File: config.mk
export PLATFORM = sky130hd
export DESIGN_NAME = eeprom_host
export DESIGN_NICKNAME = d
export VERILOG_FILES = /design/src/hw/eeprom_host_pkg.sv /design/src/hw/eeprom_host.sv
export SDC_FILE = /design/constraint.sdc
export NUM_CORES = 1
export LEC_CHECK = 0
export BUFFER_PORTS_ARGS = -buffer_cell sky130_fd_sc_hd__buf_2
export CAP_MARGIN = 15
export CORE_UTILIZATION = 30
export DETAILED_ROUTE_END_ITERATION = 12
export HOLD_SLACK_MARGIN = 0.03
export PLACE_DENSITY = 0.44
export SYNTH_ARGS = -nofsm -noshare
export SYNTH_HDL_FRONTEND = slang
export SYNTH_SLANG_ARGS = --single-unit
File: constraint.sdc
create_clock -name i_clk -period 4.1 [get_ports i_clk]
set_clock_uncertainty 0.2 [all_clocks]
set_input_delay 0.82 -clock i_clk [delete_from_list [all_inputs] [get_ports i_clk]]
set_output_delay 0.82 -clock i_clk [all_outputs]
set_load 0.01 [all_outputs]
File: src/hw/eeprom_host_pkg.sv
// constants for the parallel eeprom host controller
// assumes a 20 MHz system clock driving every timing count
package eeprom_host_pkg;
  localparam int unsigned CLK_HZ        = 20_000_000;
  localparam int unsigned CLK_NS        = 1_000_000_000 / CLK_HZ;
  localparam int unsigned ADDR_W        = 13;
  localparam int unsigned DATA_W        = 8;
  localparam int unsigned PAGE_BYTES    = 32;
  localparam int unsigned PAGE_OFS_W    = 5;
  localparam int unsigned POLL_BIT      = 7;
  // times as printed
  localparam int unsigned WRITE_CYCLE_TIME_MS = 10;
  localparam int unsigned WRITE_START_TIME_NS = 150;
  localparam int unsigned BYTE_LOAD_GAP_US    = 30;
  localparam int unsigned STROBE_WIDTH_NS     = 200;
  localparam int unsigned DATA_SETUP_NS       = 100;
  localparam int unsigned DATA_HOLD_NS        = 20;
  localparam int unsigned READ_ACCESS_NS      = 250;
  localparam int unsigned RESET_HIGH_US       = 1;
  // cycle counts: least times round up, longest round down
  localparam int unsigned WR_CYCLE_CYC =
    (WRITE_CYCLE_TIME_MS * 1_000_000 + CLK_NS - 1) / CLK_NS;
  localparam int unsigned WR_START_CYC =
    (WRITE_START_TIME_NS + CLK_NS - 1) / CLK_NS;
  localparam int unsigned GAP_MAX_CYC  =
    (BYTE_LOAD_GAP_US * 1000) / CLK_NS;
  // edges from a take to its strobe fall plus the strobe, hold and gap states' own lag
  localparam int unsigned SEQ_LAG_CYC  = 4;
  localparam int unsigned STROBE_CYC   =
    (STROBE_WIDTH_NS + CLK_NS - 1) / CLK_NS;
  localparam int unsigned SETUP_CYC    =
    (DATA_SETUP_NS + CLK_NS - 1) / CLK_NS;
  localparam int unsigned HOLD_CYC     =
    (DATA_HOLD_NS + CLK_NS - 1) / CLK_NS;
  localparam int unsigned READ_CYC     =
    (READ_ACCESS_NS + CLK_NS - 1) / CLK_NS + 1;
  localparam int unsigned RST_HIGH_CYC =
    (RESET_HIGH_US * 1000 + CLK_NS - 1) / CLK_NS;
  localparam int unsigned CNT_W = 24;
  localparam logic [CNT_W-1:0] CNT_ZERO = 24'h000000;
  localparam logic [CNT_W-1:0] CNT_ONE  = 24'h000001;
  localparam logic [5:0] COUNT_ZERO = 6'h00;
  localparam logic [5:0] COUNT_ONE  = 6'h01;
  localparam logic [4:0] IDX_ZERO   = 5'h00;
  localparam logic [4:0] IDX_ONE    = 5'h01;
  localparam logic [7:0] BYTE_ZERO  = 8'h00;
endpackage

File: src/hw/eeprom_host.sv
// host controller that loads pages into a parallel eeprom and waits
// for the internal write, by polling bit 7, the ready/busy pin or a timer
// assumes one 20 MHz clock; device pins are sampled as synchronous inputs
`timescale 1ns/1ns
module eeprom_host
  import eeprom_host_pkg::*;
(
  input  wire logic              i_clk,
  input  wire logic              i_rstn,
  input  wire logic              i_protect,     // hold device in protect
  input  wire logic [1:0]        i_wait_mode,   // 0 timer, 1 poll, 2 rdy
  input  wire logic              i_load_valid,  // byte offered for page
  input  wire logic [ADDR_W-1:0] i_load_addr,
  input  wire logic [DATA_W-1:0] i_load_data,
  input  wire logic              i_load_last,   // closes the page
  input  wire logic              i_rd_req,
  input  wire logic [ADDR_W-1:0] i_rd_addr,
  input  wire logic [DATA_W-1:0] i_dq_in,
  input  wire logic              i_ready_busy,  // pulled-up pin level
  output logic                   o_load_ready,
  output logic                   o_rd_valid,
  output logic [DATA_W-1:0]      o_rd_data,
  output logic                   o_busy,
  output logic                   o_page_err,    // address left the page
  output logic [ADDR_W-1:0]      o_addr,
  output logic [DATA_W-1:0]      o_dq_out,
  output logic                   o_dq_oe,
  output logic                   o_ce_n,
  output logic                   o_oe_n,
  output logic                   o_we_n,
  output logic                   o_protect_reset_n
);

  typedef enum logic [8:0] {
    ST_PROT   = 9'h001,
    ST_IDLE   = 9'h002,
    ST_SETUP  = 9'h004,
    ST_STROBE = 9'h008,
    ST_HOLD   = 9'h010,
    ST_GAP    = 9'h020,
    ST_WAIT   = 9'h040,
    ST_POLL   = 9'h080,
    ST_READ   = 9'h100
  } state_e;

  state_e               state_q;
  logic [CNT_W-1:0]     cnt_q;
  logic [ADDR_W-1:0]    page_q;
  logic [DATA_W-1:0]    last_q;
  logic [1:0]           mode_q;
  logic                 wr_req;
  logic                 in_page;
  logic                 cnt_done;

  assign cnt_done = (cnt_q == CNT_ZERO);
  assign wr_req   = i_load_valid && o_load_ready;
  // upper bits must match the page latched by the first byte
  assign in_page  = (i_load_addr[ADDR_W-1:PAGE_OFS_W] ==
                     page_q[ADDR_W-1:PAGE_OFS_W]);

  // main sequencer; strobe timing drives the device latches
  always_ff @(posedge i_clk or negedge i_rstn) begin
    if (!i_rstn) begin
      state_q <= ST_PROT;
      // reset pin needs its high time before the first access
      cnt_q   <= CNT_W'(RST_HIGH_CYC);
    end else begin
      if (!cnt_done) begin
        cnt_q <= cnt_q - CNT_ONE;
      end
      unique case (state_q)
        ST_PROT: begin
          // device stays unprogrammable until released and settled
          if (i_protect) begin
            cnt_q <= CNT_W'(RST_HIGH_CYC);
          end else if (cnt_done) begin
            state_q <= ST_IDLE;
          end
        end
        ST_IDLE: begin
          if (wr_req) begin
            state_q <= ST_SETUP;
            cnt_q   <= CNT_W'(SETUP_CYC);
          end else if (i_rd_req) begin
            state_q <= ST_READ;
            cnt_q   <= CNT_W'(READ_CYC);
          end
        end
        ST_SETUP: begin
          // we falls here: device latches address on this edge
          state_q <= ST_STROBE;
          cnt_q   <= CNT_W'(STROBE_CYC);
        end
        ST_STROBE: begin
          // strobe far wider than 20 ns so it is never filtered
          if (cnt_done) begin
            state_q <= ST_HOLD;
            cnt_q   <= CNT_W'(HOLD_CYC);
          end
        end
        ST_HOLD: begin
          if (cnt_done) begin
            state_q <= ST_GAP;
            // lag edges counted too, so a late take still keeps the
            // next falling strobe inside 30 us of the last one
            cnt_q   <= CNT_W'(GAP_MAX_CYC - STROBE_CYC - HOLD_CYC -
                              SEQ_LAG_CYC);
          end
        end
        ST_GAP: begin
          // next byte must follow in time or the page closes
          if (wr_req) begin
            state_q <= ST_SETUP;
            cnt_q   <= CNT_W'(SETUP_CYC);
          end else if (cnt_done) begin
            state_q <= ST_WAIT;
            cnt_q   <= (mode_q == 2'h0) ? CNT_W'(WR_CYCLE_CYC)
                                        : CNT_W'(WR_START_CYC);
          end
        end
        ST_WAIT: begin
          if (cnt_done) begin
            if (mode_q == 2'h0) begin
              state_q <= ST_IDLE;
            end else begin
              state_q <= ST_POLL;
              cnt_q   <= CNT_W'(READ_CYC);
            end
          end
        end
        ST_POLL: begin
          if (mode_q == 2'h2) begin
            if (i_ready_busy) begin
              state_q <= ST_IDLE;
            end
          end else if (cnt_done) begin
            if (i_dq_in[POLL_BIT] == last_q[POLL_BIT]) begin
              state_q <= ST_IDLE;
            end else begin
              state_q <= ST_WAIT;
              cnt_q   <= CNT_W'(WR_START_CYC);
            end
          end
        end
        ST_READ: begin
          if (cnt_done) begin
            state_q <= ST_IDLE;
          end
        end
        default: begin
          state_q <= ST_PROT;
        end
      endcase
      // protect request wins, but never mid-write (it would abort it)
      if (i_protect && (state_q == ST_IDLE || state_q == ST_READ)) begin
        state_q <= ST_PROT;
        cnt_q   <= CNT_W'(RST_HIGH_CYC);
      end
    end
  end

  // page bookkeeping: base address, byte count, last data
  logic [5:0] count_q;
  always_ff @(posedge i_clk or negedge i_rstn) begin
    if (!i_rstn) begin
      page_q     <= '0;
      last_q     <= BYTE_ZERO;
      count_q    <= COUNT_ZERO;
      mode_q     <= 2'h0;
      o_page_err <= 1'b0;
    end else begin
      if (wr_req) begin
        last_q <= i_load_data;
        if (state_q == ST_IDLE) begin
          page_q     <= i_load_addr;
          count_q    <= COUNT_ONE;
          mode_q     <= (i_wait_mode == 2'h3) ? 2'h0 : i_wait_mode;
          o_page_err <= 1'b0;
        end else begin
          count_q    <= count_q + COUNT_ONE;
          o_page_err <= o_page_err | ~in_page;
        end
      end
    end
  end

  // load ready: idle, or inside the gap with room left in the page
  always_ff @(posedge i_clk or negedge i_rstn) begin
    if (!i_rstn) begin
      o_load_ready <= 1'b0;
    end else begin
      o_load_ready <= 1'b0;
      if (!wr_req && !i_protect) begin
        if (state_q == ST_IDLE && !i_rd_req) begin
          o_load_ready <= 1'b1;
        end else if (state_q == ST_GAP && count_q < 6'(PAGE_BYTES)
                     && !cnt_done && !i_load_last) begin
          o_load_ready <= 1'b1;
        end
      end
    end
  end

  // device pins; reset pin high for every access
  always_ff @(posedge i_clk or negedge i_rstn) begin
    if (!i_rstn) begin
      o_protect_reset_n <= 1'b0;
      o_ce_n   <= 1'b1;
      o_oe_n   <= 1'b1;
      o_we_n   <= 1'b1;
      o_dq_oe  <= 1'b0;
      o_dq_out <= BYTE_ZERO;
      o_addr   <= '0;
    end else begin
      o_protect_reset_n <= (state_q != ST_PROT) || !i_protect;
      if (wr_req) begin
        o_addr   <= i_load_addr;
        o_dq_out <= i_load_data;
      end else if (state_q == ST_IDLE && i_rd_req) begin
        o_addr   <= i_rd_addr;
      end
      o_ce_n  <= !(state_q == ST_SETUP || state_q == ST_STROBE ||
                   state_q == ST_POLL  || state_q == ST_READ);
      o_we_n  <= !(state_q == ST_SETUP || state_q == ST_STROBE);
      o_oe_n  <= !((state_q == ST_POLL && mode_q != 2'h2) ||
                   state_q == ST_READ);
      // drive data through the hold time after the rising strobe
      o_dq_oe <= (state_q == ST_SETUP || state_q == ST_STROBE ||
                  state_q == ST_HOLD) && !(state_q == ST_HOLD
                  && cnt_done);
    end
  end

  // read return and busy status
  always_ff @(posedge i_clk or negedge i_rstn) begin
    if (!i_rstn) begin
      o_rd_valid <= 1'b0;
      o_rd_data  <= BYTE_ZERO;
      o_busy     <= 1'b1;
    end else begin
      o_rd_valid <= (state_q == ST_READ) && cnt_done;
      if (state_q == ST_READ && cnt_done) begin
        o_rd_data <= i_dq_in;
      end
      // busy covers the 1 us the reset pin must stay high
      o_busy <= (state_q != ST_IDLE);
    end
  end

endmodule // eeprom_host

* Yosys cells after proc, flatten, opt, wreduce, memory -nomap -nowiden
Cells that the tools add are included.
Storage, ports and cells: register bits after elaboration 92, output and inout port bits 38, word-level logic and storage cells 119
Operators by class: $add $sub $neg 2, order comparisons 1, equality and inequality tests 24, multiplexer cells 40, bitwise gates (word level) 2, reductions and logical operators 33
Operators with widths (number):
- two-way mux 24 bit | 14
- one-hot mux 24 bit (8 select lines) | 1
- two-way mux 9 bit | 13
- one-hot mux 9 bit (9 select lines) | 1
- two-way mux 13 bit | 2
- zero test 24 bit | 1
- subtractor 24 x 1 -> 24 bit, second input constant | 1
- two-way mux 18 bit | 1
- logical AND 1 bit | 12
- inequality test 3 bit, second input constant | 4
- inequality test 4 bit, second input constant | 3
- equality test 9 x 1 -> 1 bit, second input constant | 1
- equality test 9 x 2 -> 1 bit, second input constant | 1
- equality test 9 x 3 -> 1 bit, second input constant | 1
- equality test 9 x 4 -> 1 bit, second input constant | 1
- equality test 9 x 5 -> 1 bit, second input constant | 1
- equality test 9 x 6 -> 1 bit, second input constant | 1
- equality test 9 x 7 -> 1 bit, second input constant | 1
- equality test 9 x 8 -> 1 bit, second input constant | 1
- equality test 9 bit, second input constant | 1
- zero test 1 bit | 9
- inequality test 9 x 1 -> 1 bit, second input constant | 1
- inequality test 9 x 2 -> 1 bit, second input constant | 1
- equality test 8 bit | 1
- other kinds (18) | 28

* Logic depth before layout (Yosys ltp)
Gate-level depths: netlist of the first run.
word-level depth 7, gate-level depth with buffers 13, depth with buffers taken out 11

* Least setup slack after synthesis of the first run
Ideal clock, no wire load.
path type reg-to-reg, start reg cnt_q[0], end reg cnt_q[0], library setup time 0.143 ns, data arrival time 2.857 ns, data required time 3.757 ns, setup slack 0.900 ns, stages on the path, launching flop included 14, clock period less this slack 3.200 ns, cells stage by stage dfrtp_1 -> inv_1 -> ha_1 -> or4b_1 -> or3_1 -> clkbuf_1 -> nor2_8 -> inv_2 -> buf_4 -> ha_1 -> a31oi_1 -> nor3_2 -> a2111oi_2 -> a21oi_1
On the way: longest elaborated chain between the ends 7, elaborated cells on any way between the ends 17
RTL lines:
- from (decl) | RTL line eeprom_host.sv:47 | logic [CNT_W-1:0] cnt_q;
- from (signal assigned) | RTL line eeprom_host.sv:66 | cnt_q <= CNT_W'(RST_HIGH_CYC);
- from (signal assigned) | RTL line eeprom_host.sv:69 | cnt_q <= cnt_q - CNT_ONE;
- from (signal assigned) | RTL line eeprom_host.sv:75 | cnt_q <= CNT_W'(RST_HIGH_CYC);
- subtractor 24 x 1 -> 24 bit / zero test 24 bit (equally long branches) | RTL line eeprom_host.sv:69, eeprom_host.sv:55
- two-way mux 24 bit | RTL line eeprom_host.sv:68 | if (!cnt_done) begin
- two-way mux 24 bit | RTL line eeprom_host.sv:137 | if (i_dq_in[POLL_BIT] == last_q[POLL_BIT]) begin
- two-way mux 24 bit | RTL line eeprom_host.sv:136 | end else if (cnt_done) begin
- two-way mux 24 bit | RTL line eeprom_host.sv:132 | if (mode_q == 2'h2) begin
- one-hot mux 24 bit (8 select lines) * | RTL line eeprom_host.sv:71 | unique case (state_q)
- two-way mux 24 bit * | RTL line eeprom_host.sv:155 | if (i_protect && (state_q == ST_IDLE || state_q == ST_READ)) begin
Mark *: on every way between the ends. The rest lies on a longest branch, timed or not. A chain may end at the register's enable or synchronous reset.

* Worst setup path in the final report of the first run
Ends and elaborated chain as after synthesis.

==> metrics, run 1 <==
Gate Count Post-Synth=525; Core Footprint=0.0154 mm²; Critical Path RT=4.13 ns; die area=0.0165 mm²; NumNets Final=662; total CTS buffers=9; fin crit share=86.0%; max-cap viol count=0; Hold WC Path Type=register to register; total negative slack=0 ns; die width=128 µm; Synth Register Bits=87; Post-route DRC=0; CP max-delay cell=or3_1; Least-Margin Pin Slew=0.863 ns; first-pass GRT wire length=23.0 mm; Largest stage delay, worst path=0.55 ns; Synth Flop Type=dfrtp_1; final hold vios=0; hold_sp=o_dq_out[5]; post-synthesis cell area=0.00478 mm²; post-DR vias/cell=5.11; Slew headroom=42.5%; r2r endpoint=cnt_q[0]; synth unique cells=67; largest net degree at the start of global routing=66; port bufs=88; area grow syn2layout=20.6%; WP data arrival=3.56 ns; initial core utilization=31.1%; Slew Limit Fails=0; Cell Pwr Density=636 mW/mm²; antenna-violating nets left=0; Post-synth EDFFs=0; Max Buffers Root-to-Sink=2; critical-path cell list=inv_1 -> ha_1 -> or4b_1 -> or3_1 -> nor2_8 -> inv_2 -> ha_1 -> a31oi_1 -> nor3_2 -> a2111oi_2 -> a21oi_1; initial antenna violation count=0; Post-synth ARST share=100%; vias in the first global route=4384; hold depth=2; Final min period=3.53 ns; post-synth net total=580; Leak=2.75 nW; hold_buf cts=0; global route overflow=0; hold worst-path end=o_dq_out[5]; H-tree Lvls=3; CTS tree=built; slack of the worst reg-to-reg path=0.57 ns; Resize count post-CTS=0; outcome=finished clean; chip height=128 µm; vias=4204; Post-DP HPWL=10.1 mm; root buffer cell=clkbuf_16; Placer Congestion=0.868; Syn Area/Cell=9.11 µm²; CTS Sinks=87; WL/cell=16.9 µm; total setup buffers inserted after CTS=0; RSZ-0062 raised after global routing=no; clock-pin slew of the registers on the worst-case setup and hold paths=0.07 ns; R2R cell count=11; sequential element share of the synthesized area=45.7%; WHS=0.266 ns; final WL=13.9 mm; Ys Warns=0; kind of critical path=register to register; Most common cell on crit path=ha_1; router iterations before antenna repair=7; Clk Latency, worst-skew pair=0.35 ns; ratio of cells with drive above 1 in the final layout=25.3%; peak supply drop=0.000239 V; Final setup viols=0; f_max=0.284 GHz; CP Capture Type=register; DRT iter0 DRCs=329; critical path launch point type=register; All-Layer GR Usage=18.3%; row cnt=45; fillers=1576; crit path max fanout=16; worst reg2reg startpoint=cnt_q[0]; diodes inserted=0; I/O pin count=89
## final cells by class
cell class	count	area, µm²	area share (%)
Tap cell	211	264	4.58
Inverter	9	33.8	0.586
Clock inverter	4	55.1	0.954
Clock buffer	12	256	4.45
Sequential cell	87	2190	37.9
Timing Repair Buffer	99	526	9.11
Multi-Input combinational cell	401	2450	42.4
## state kept, by name (all words and copies together) (netlist names), 2 cells and up
register	count
cnt_q	24
count_q	6
mode_q	2
o_addr	13
o_dq_out	8
o_rd_data	8
page_q	8
state_q	9
## report_power, final
group	internal [W]	switching, W	leakage (nW)
registers	0.00110	0.000201	1.13
logic	0.000599	0.000902	1.47
clock network	0.000508	0.000353	0.149
total	0.00221	0.00146	2.75
## synth_stat cells, types with 2 or more instances
master / count / area, µm²
dfstp_2: 7 / 184
nand2b_1: 3 / 18.8
a21oi_1: 17 / 85.1
mux2i_1: 5 / 50.1
a22oi_1: 4 / 30.0
nor2b_1: 5 / 31.3
nand3b_1: 2 / 15.0
nand4_1: 2 / 12.5
xor2_1: 17 / 149
ha_1: 4 / 50.1
nor3_1: 29 / 145
a21o_1: 4 / 30.0
o211ai_1: 3 / 22.5
nand3_1: 11 / 55.1
or4_1: 6 / 45.0
buf_1: 2 / 7.51
a41oi_1: 2 / 17.5
dfrtp_1: 80 / 2000
or3_1: 9 / 56.3
or4b_2: 3 / 30.0
o41ai_1: 2 / 17.5
clkbuf_1: 21 / 78.8
nor3b_1: 2 / 15.0
xnor2_1: 13 / 114
nor4_1: 13 / 81.3
mux2_1: 4 / 45.0
inv_1: 8 / 30.0
and3_1: 5 / 31.3
and2_1: 3 / 18.8
or4_4: 2 / 22.5
or2_2: 4 / 25.0
nor2_1: 51 / 191
o21ai_0: 28 / 140
buf_4: 2 / 15.0
o22ai_1: 2 / 12.5
mux2_2: 14 / 158
a31oi_1: 15 / 93.8
nand2_1: 87 / 327
nand4b_1: 3 / 26.3
a22o_1: 2 / 17.5
buf_2: 3 / 15.0
## placed cells by master (no fill, tap or decap), drive strengths merged, types with 13 or more instances in the layout
cell	Yosys	routed
o21ai	28	28
buf	7	99
xnor2	13	13
nor2	53	53
dfrtp	80	80
xor2	17	17
a21oi	18	18
mux2	18	18
nor4	13	13
nor3	30	30
nand2	87	87
a31oi	15	15
## cell families after synthesis
| logic type | share of synthesized area, % |
|---|---|
| fa+ha+maj | 1.05 |
| compound gates | 13.1 |
| mux | 5.28 |
| flops | 45.7 |
| buf+inv | 3.14 |
| xor+xnor | 5.49 |
| simple gates | 26.2 |
## metal layers
layer	wire length [µm]	vias to the layer above	global-route usage, %
li1	-	2024	-
met1	6130	2028	23.1
met2	6730	133	30.6
met3	872	19	4.05
met4	196	0	6.64
met5	0	-	0
## worst max path at each step
stage               startpoint       end  slack (ns)  depth (start not counted)
floorplan             cnt_q[0]  cnt_q[0]        0.90                         13
global placement      cnt_q[0]  cnt_q[0]        0.74                         11
detailed placement    cnt_q[0]  cnt_q[0]        0.60                         11
CTS                   cnt_q[0]  cnt_q[0]        0.60                         11
global route          cnt_q[0]  cnt_q[0]        0.42                         11
finish                cnt_q[0]  cnt_q[0]        0.57                         11
## through the flow
step                      area (µm²)  utilization, %  setup WS (ns)  instances  power, W
after floorplan                 4780               -          0.900        525   0.00235
after global placement          5460            35.5          0.736        807   0.00280
final                           5770            37.5          0.574        823   0.00367
after global routing            5770            37.5          0.416        823   0.00393
after CTS                       5770            37.5          0.603        823   0.00370
after detailed placement        5460            35.5          0.603        807   0.00282
## worst max-delay path, delay by kind of cell, from the launching register on
family / cells / cell delay [ns]
AO/OA/AOI/OAI: 3 / 0.52
adder cells (fa/ha/maj): 2 / 0.51
buffers and inverters: 2 / 0.33
flip-flops: 1 / 0.44
AND/OR/NAND/NOR: 4 / 1.40
No activity file was read; power rests on OpenSTA's default activity.
==> inputs of run 2 (changes only) <==
- PLACE_DENSITY: 0.44 -> 0.59
==> run 2 against run 1 <==
Effect of this change:
- combinational power about the same
- largest power group unchanged
- critical path type unchanged
- clock-buffer cell count unchanged
- critical path depth unchanged
- wire length decreased by 4.8%
- clock power decreased by 1%
- cell area decreased by 0.30%
- core utilization decreased by 0.11 points
- critical endpoint unchanged
==> metrics, run 2 (synthesis results as in run 1) <==
Critical Path RT=4.10 ns; post-DR vias/cell=5.25; Cell Pwr Density=633 mW/mm²; WP data arrival=3.54 ns; I/O pin count=89; die width=128 µm; CTS tree=built; H-tree Lvls=3; initial antenna violation count=0; total CTS buffers=9; DRT iter0 DRCs=403; Util after Layout=37.4%; RSZ-0062 raised after global routing=no; CP endpoint=cnt_q[0]; max-cap viol count=0; antenna-violating nets left=0; Placer Congestion=0.922; critical path launch point type=register; area of the multi-input gates=0.00245 mm²; R2R cell count=11; Leak=2.75 nW; WHS=0.274 ns; port bufs=88; peak supply drop=0.000300 V; largest net degree at the start of global routing=72; vias=4310; Critical path origin=cnt_q[0]; Post-DP HPWL=9.77 mm; slack of the worst reg-to-reg path=0.55 ns; Final min period=3.55 ns; hold_buf cts=0; commonest cells after routing, fill and taps aside=nand2_1 (87), buf_2 (87), dfrtp_1 (80); Post-route DRC=0; biggest regs=cnt_q: 24 flops, o_addr: 13 flops, state_q: 9 flops; Max Buffers Root-to-Sink=2; Resize count post-CTS=0; f_max=0.282 GHz; global route overflow=0; Slew headroom=39.0%; crit path max fanout=16; diodes inserted=0; Final setup viols=0; row cnt=45; kind of critical path=register to register; Hold WC Path Type=register to register; first-pass GRT wire length=21.8 mm; CP Capture Type=register; root buffer cell=clkbuf_16; hold_sp=o_dq_out[2]; final hold vios=0; clock-pin slew of the registers on the worst-case setup and hold paths=0.07 ns; WL/cell=16.1 µm; total setup buffers inserted after CTS=0; area grow syn2layout=20.2%; die area=0.0165 mm²; router iterations before antenna repair=5; fin crit share=86.6%; vias in the first global route=4203; All-Layer GR Usage=17.2%; ratio of cells with drive above 1 in the final layout=25.1%; chip height=128 µm; NumNets Final=660; CTS Sinks=87; Top reg by flops=cnt_q; outcome=finished clean; fillers=1580; r2r endpoint=cnt_q[0]; Least-Margin Pin Slew=0.916 ns; Reg area=0.00219 mm²; total negative slack=0 ns; worst reg2reg startpoint=cnt_q[0]; Clk Latency, worst-skew pair=0.35 ns; max FFs per register=24; final WL=13.3 mm; Core Footprint=0.0154 mm²; initial core utilization=31.1%; Slew Limit Fails=0
## run 2: worst max-delay path, cell delays in order, from the launching register on
cell and delay (ns):
dfrtp_1 0.44, inv_1 0.11, ha_1 0.15, or4b_1 0.50
or3_1 0.55, nor2_8 0.29, inv_2 0.20, ha_1 0.37
a31oi_1 0.18, nor3_2 0.06, a2111oi_2 0.23, a21oi_1 0.11
## run 2: per-layer routing
layer / track usage [%] / share of wire, % / vias to the layer above
li1: - / - / 2029
met1: 22.1 / 43 / 2116
met2: 27.3 / 48 / 142
met3: 4.30 / 5.7 / 23
met4: 7.20 / 2.6 / 0
met5: 0 / 0 / -
## run 2: cell type report
| class | count | area share, % |
|---|---|---|
| multi-input cells | 401 | 42.6 |
| inverters | 9 | 0.587 |
| flip-flops and latches | 87 | 38.0 |
| well taps | 211 | 4.59 |
| clock buffers | 12 | 4.46 |
| repair buffers | 97 | 8.88 |
| clock inverters | 4 | 0.914 |
## run 2: per-stage QoR
step | instance area, µm² | power (W) | setup slack [ns] | instances
final | 5750 | 0.00364 | 0.551 | 821
after global routing | 5750 | 0.00390 | 0.359 | 821
after CTS | 5750 | 0.00366 | 0.584 | 821
after detailed placement | 5440 | 0.00279 | 0.597 | 805
after global placement | 5440 | 0.00275 | 0.746 | 805
after floorplan | 4780 | 0.00235 | 0.900 | 525
## run 2: worst min path at each step
stage                       end  cells after the start  slack (ns)
finish              o_dq_out[2]                      2        0.27
global route        o_dq_out[5]                      2        0.30
CTS                 o_dq_out[5]                      2        0.28
detailed placement  o_dq_out[5]                      2        0.26
global placement    o_dq_out[0]                      2        0.26
floorplan            count_q[1]                      2        0.26
## run 2: report_power, final
part | switching, W | total [W] | internal [W]
Combinational | 0.000890 | 0.00148 | 0.000588
Clock | 0.000344 | 0.000852 | 0.000508
Sequential | 0.000206 | 0.00131 | 0.00110
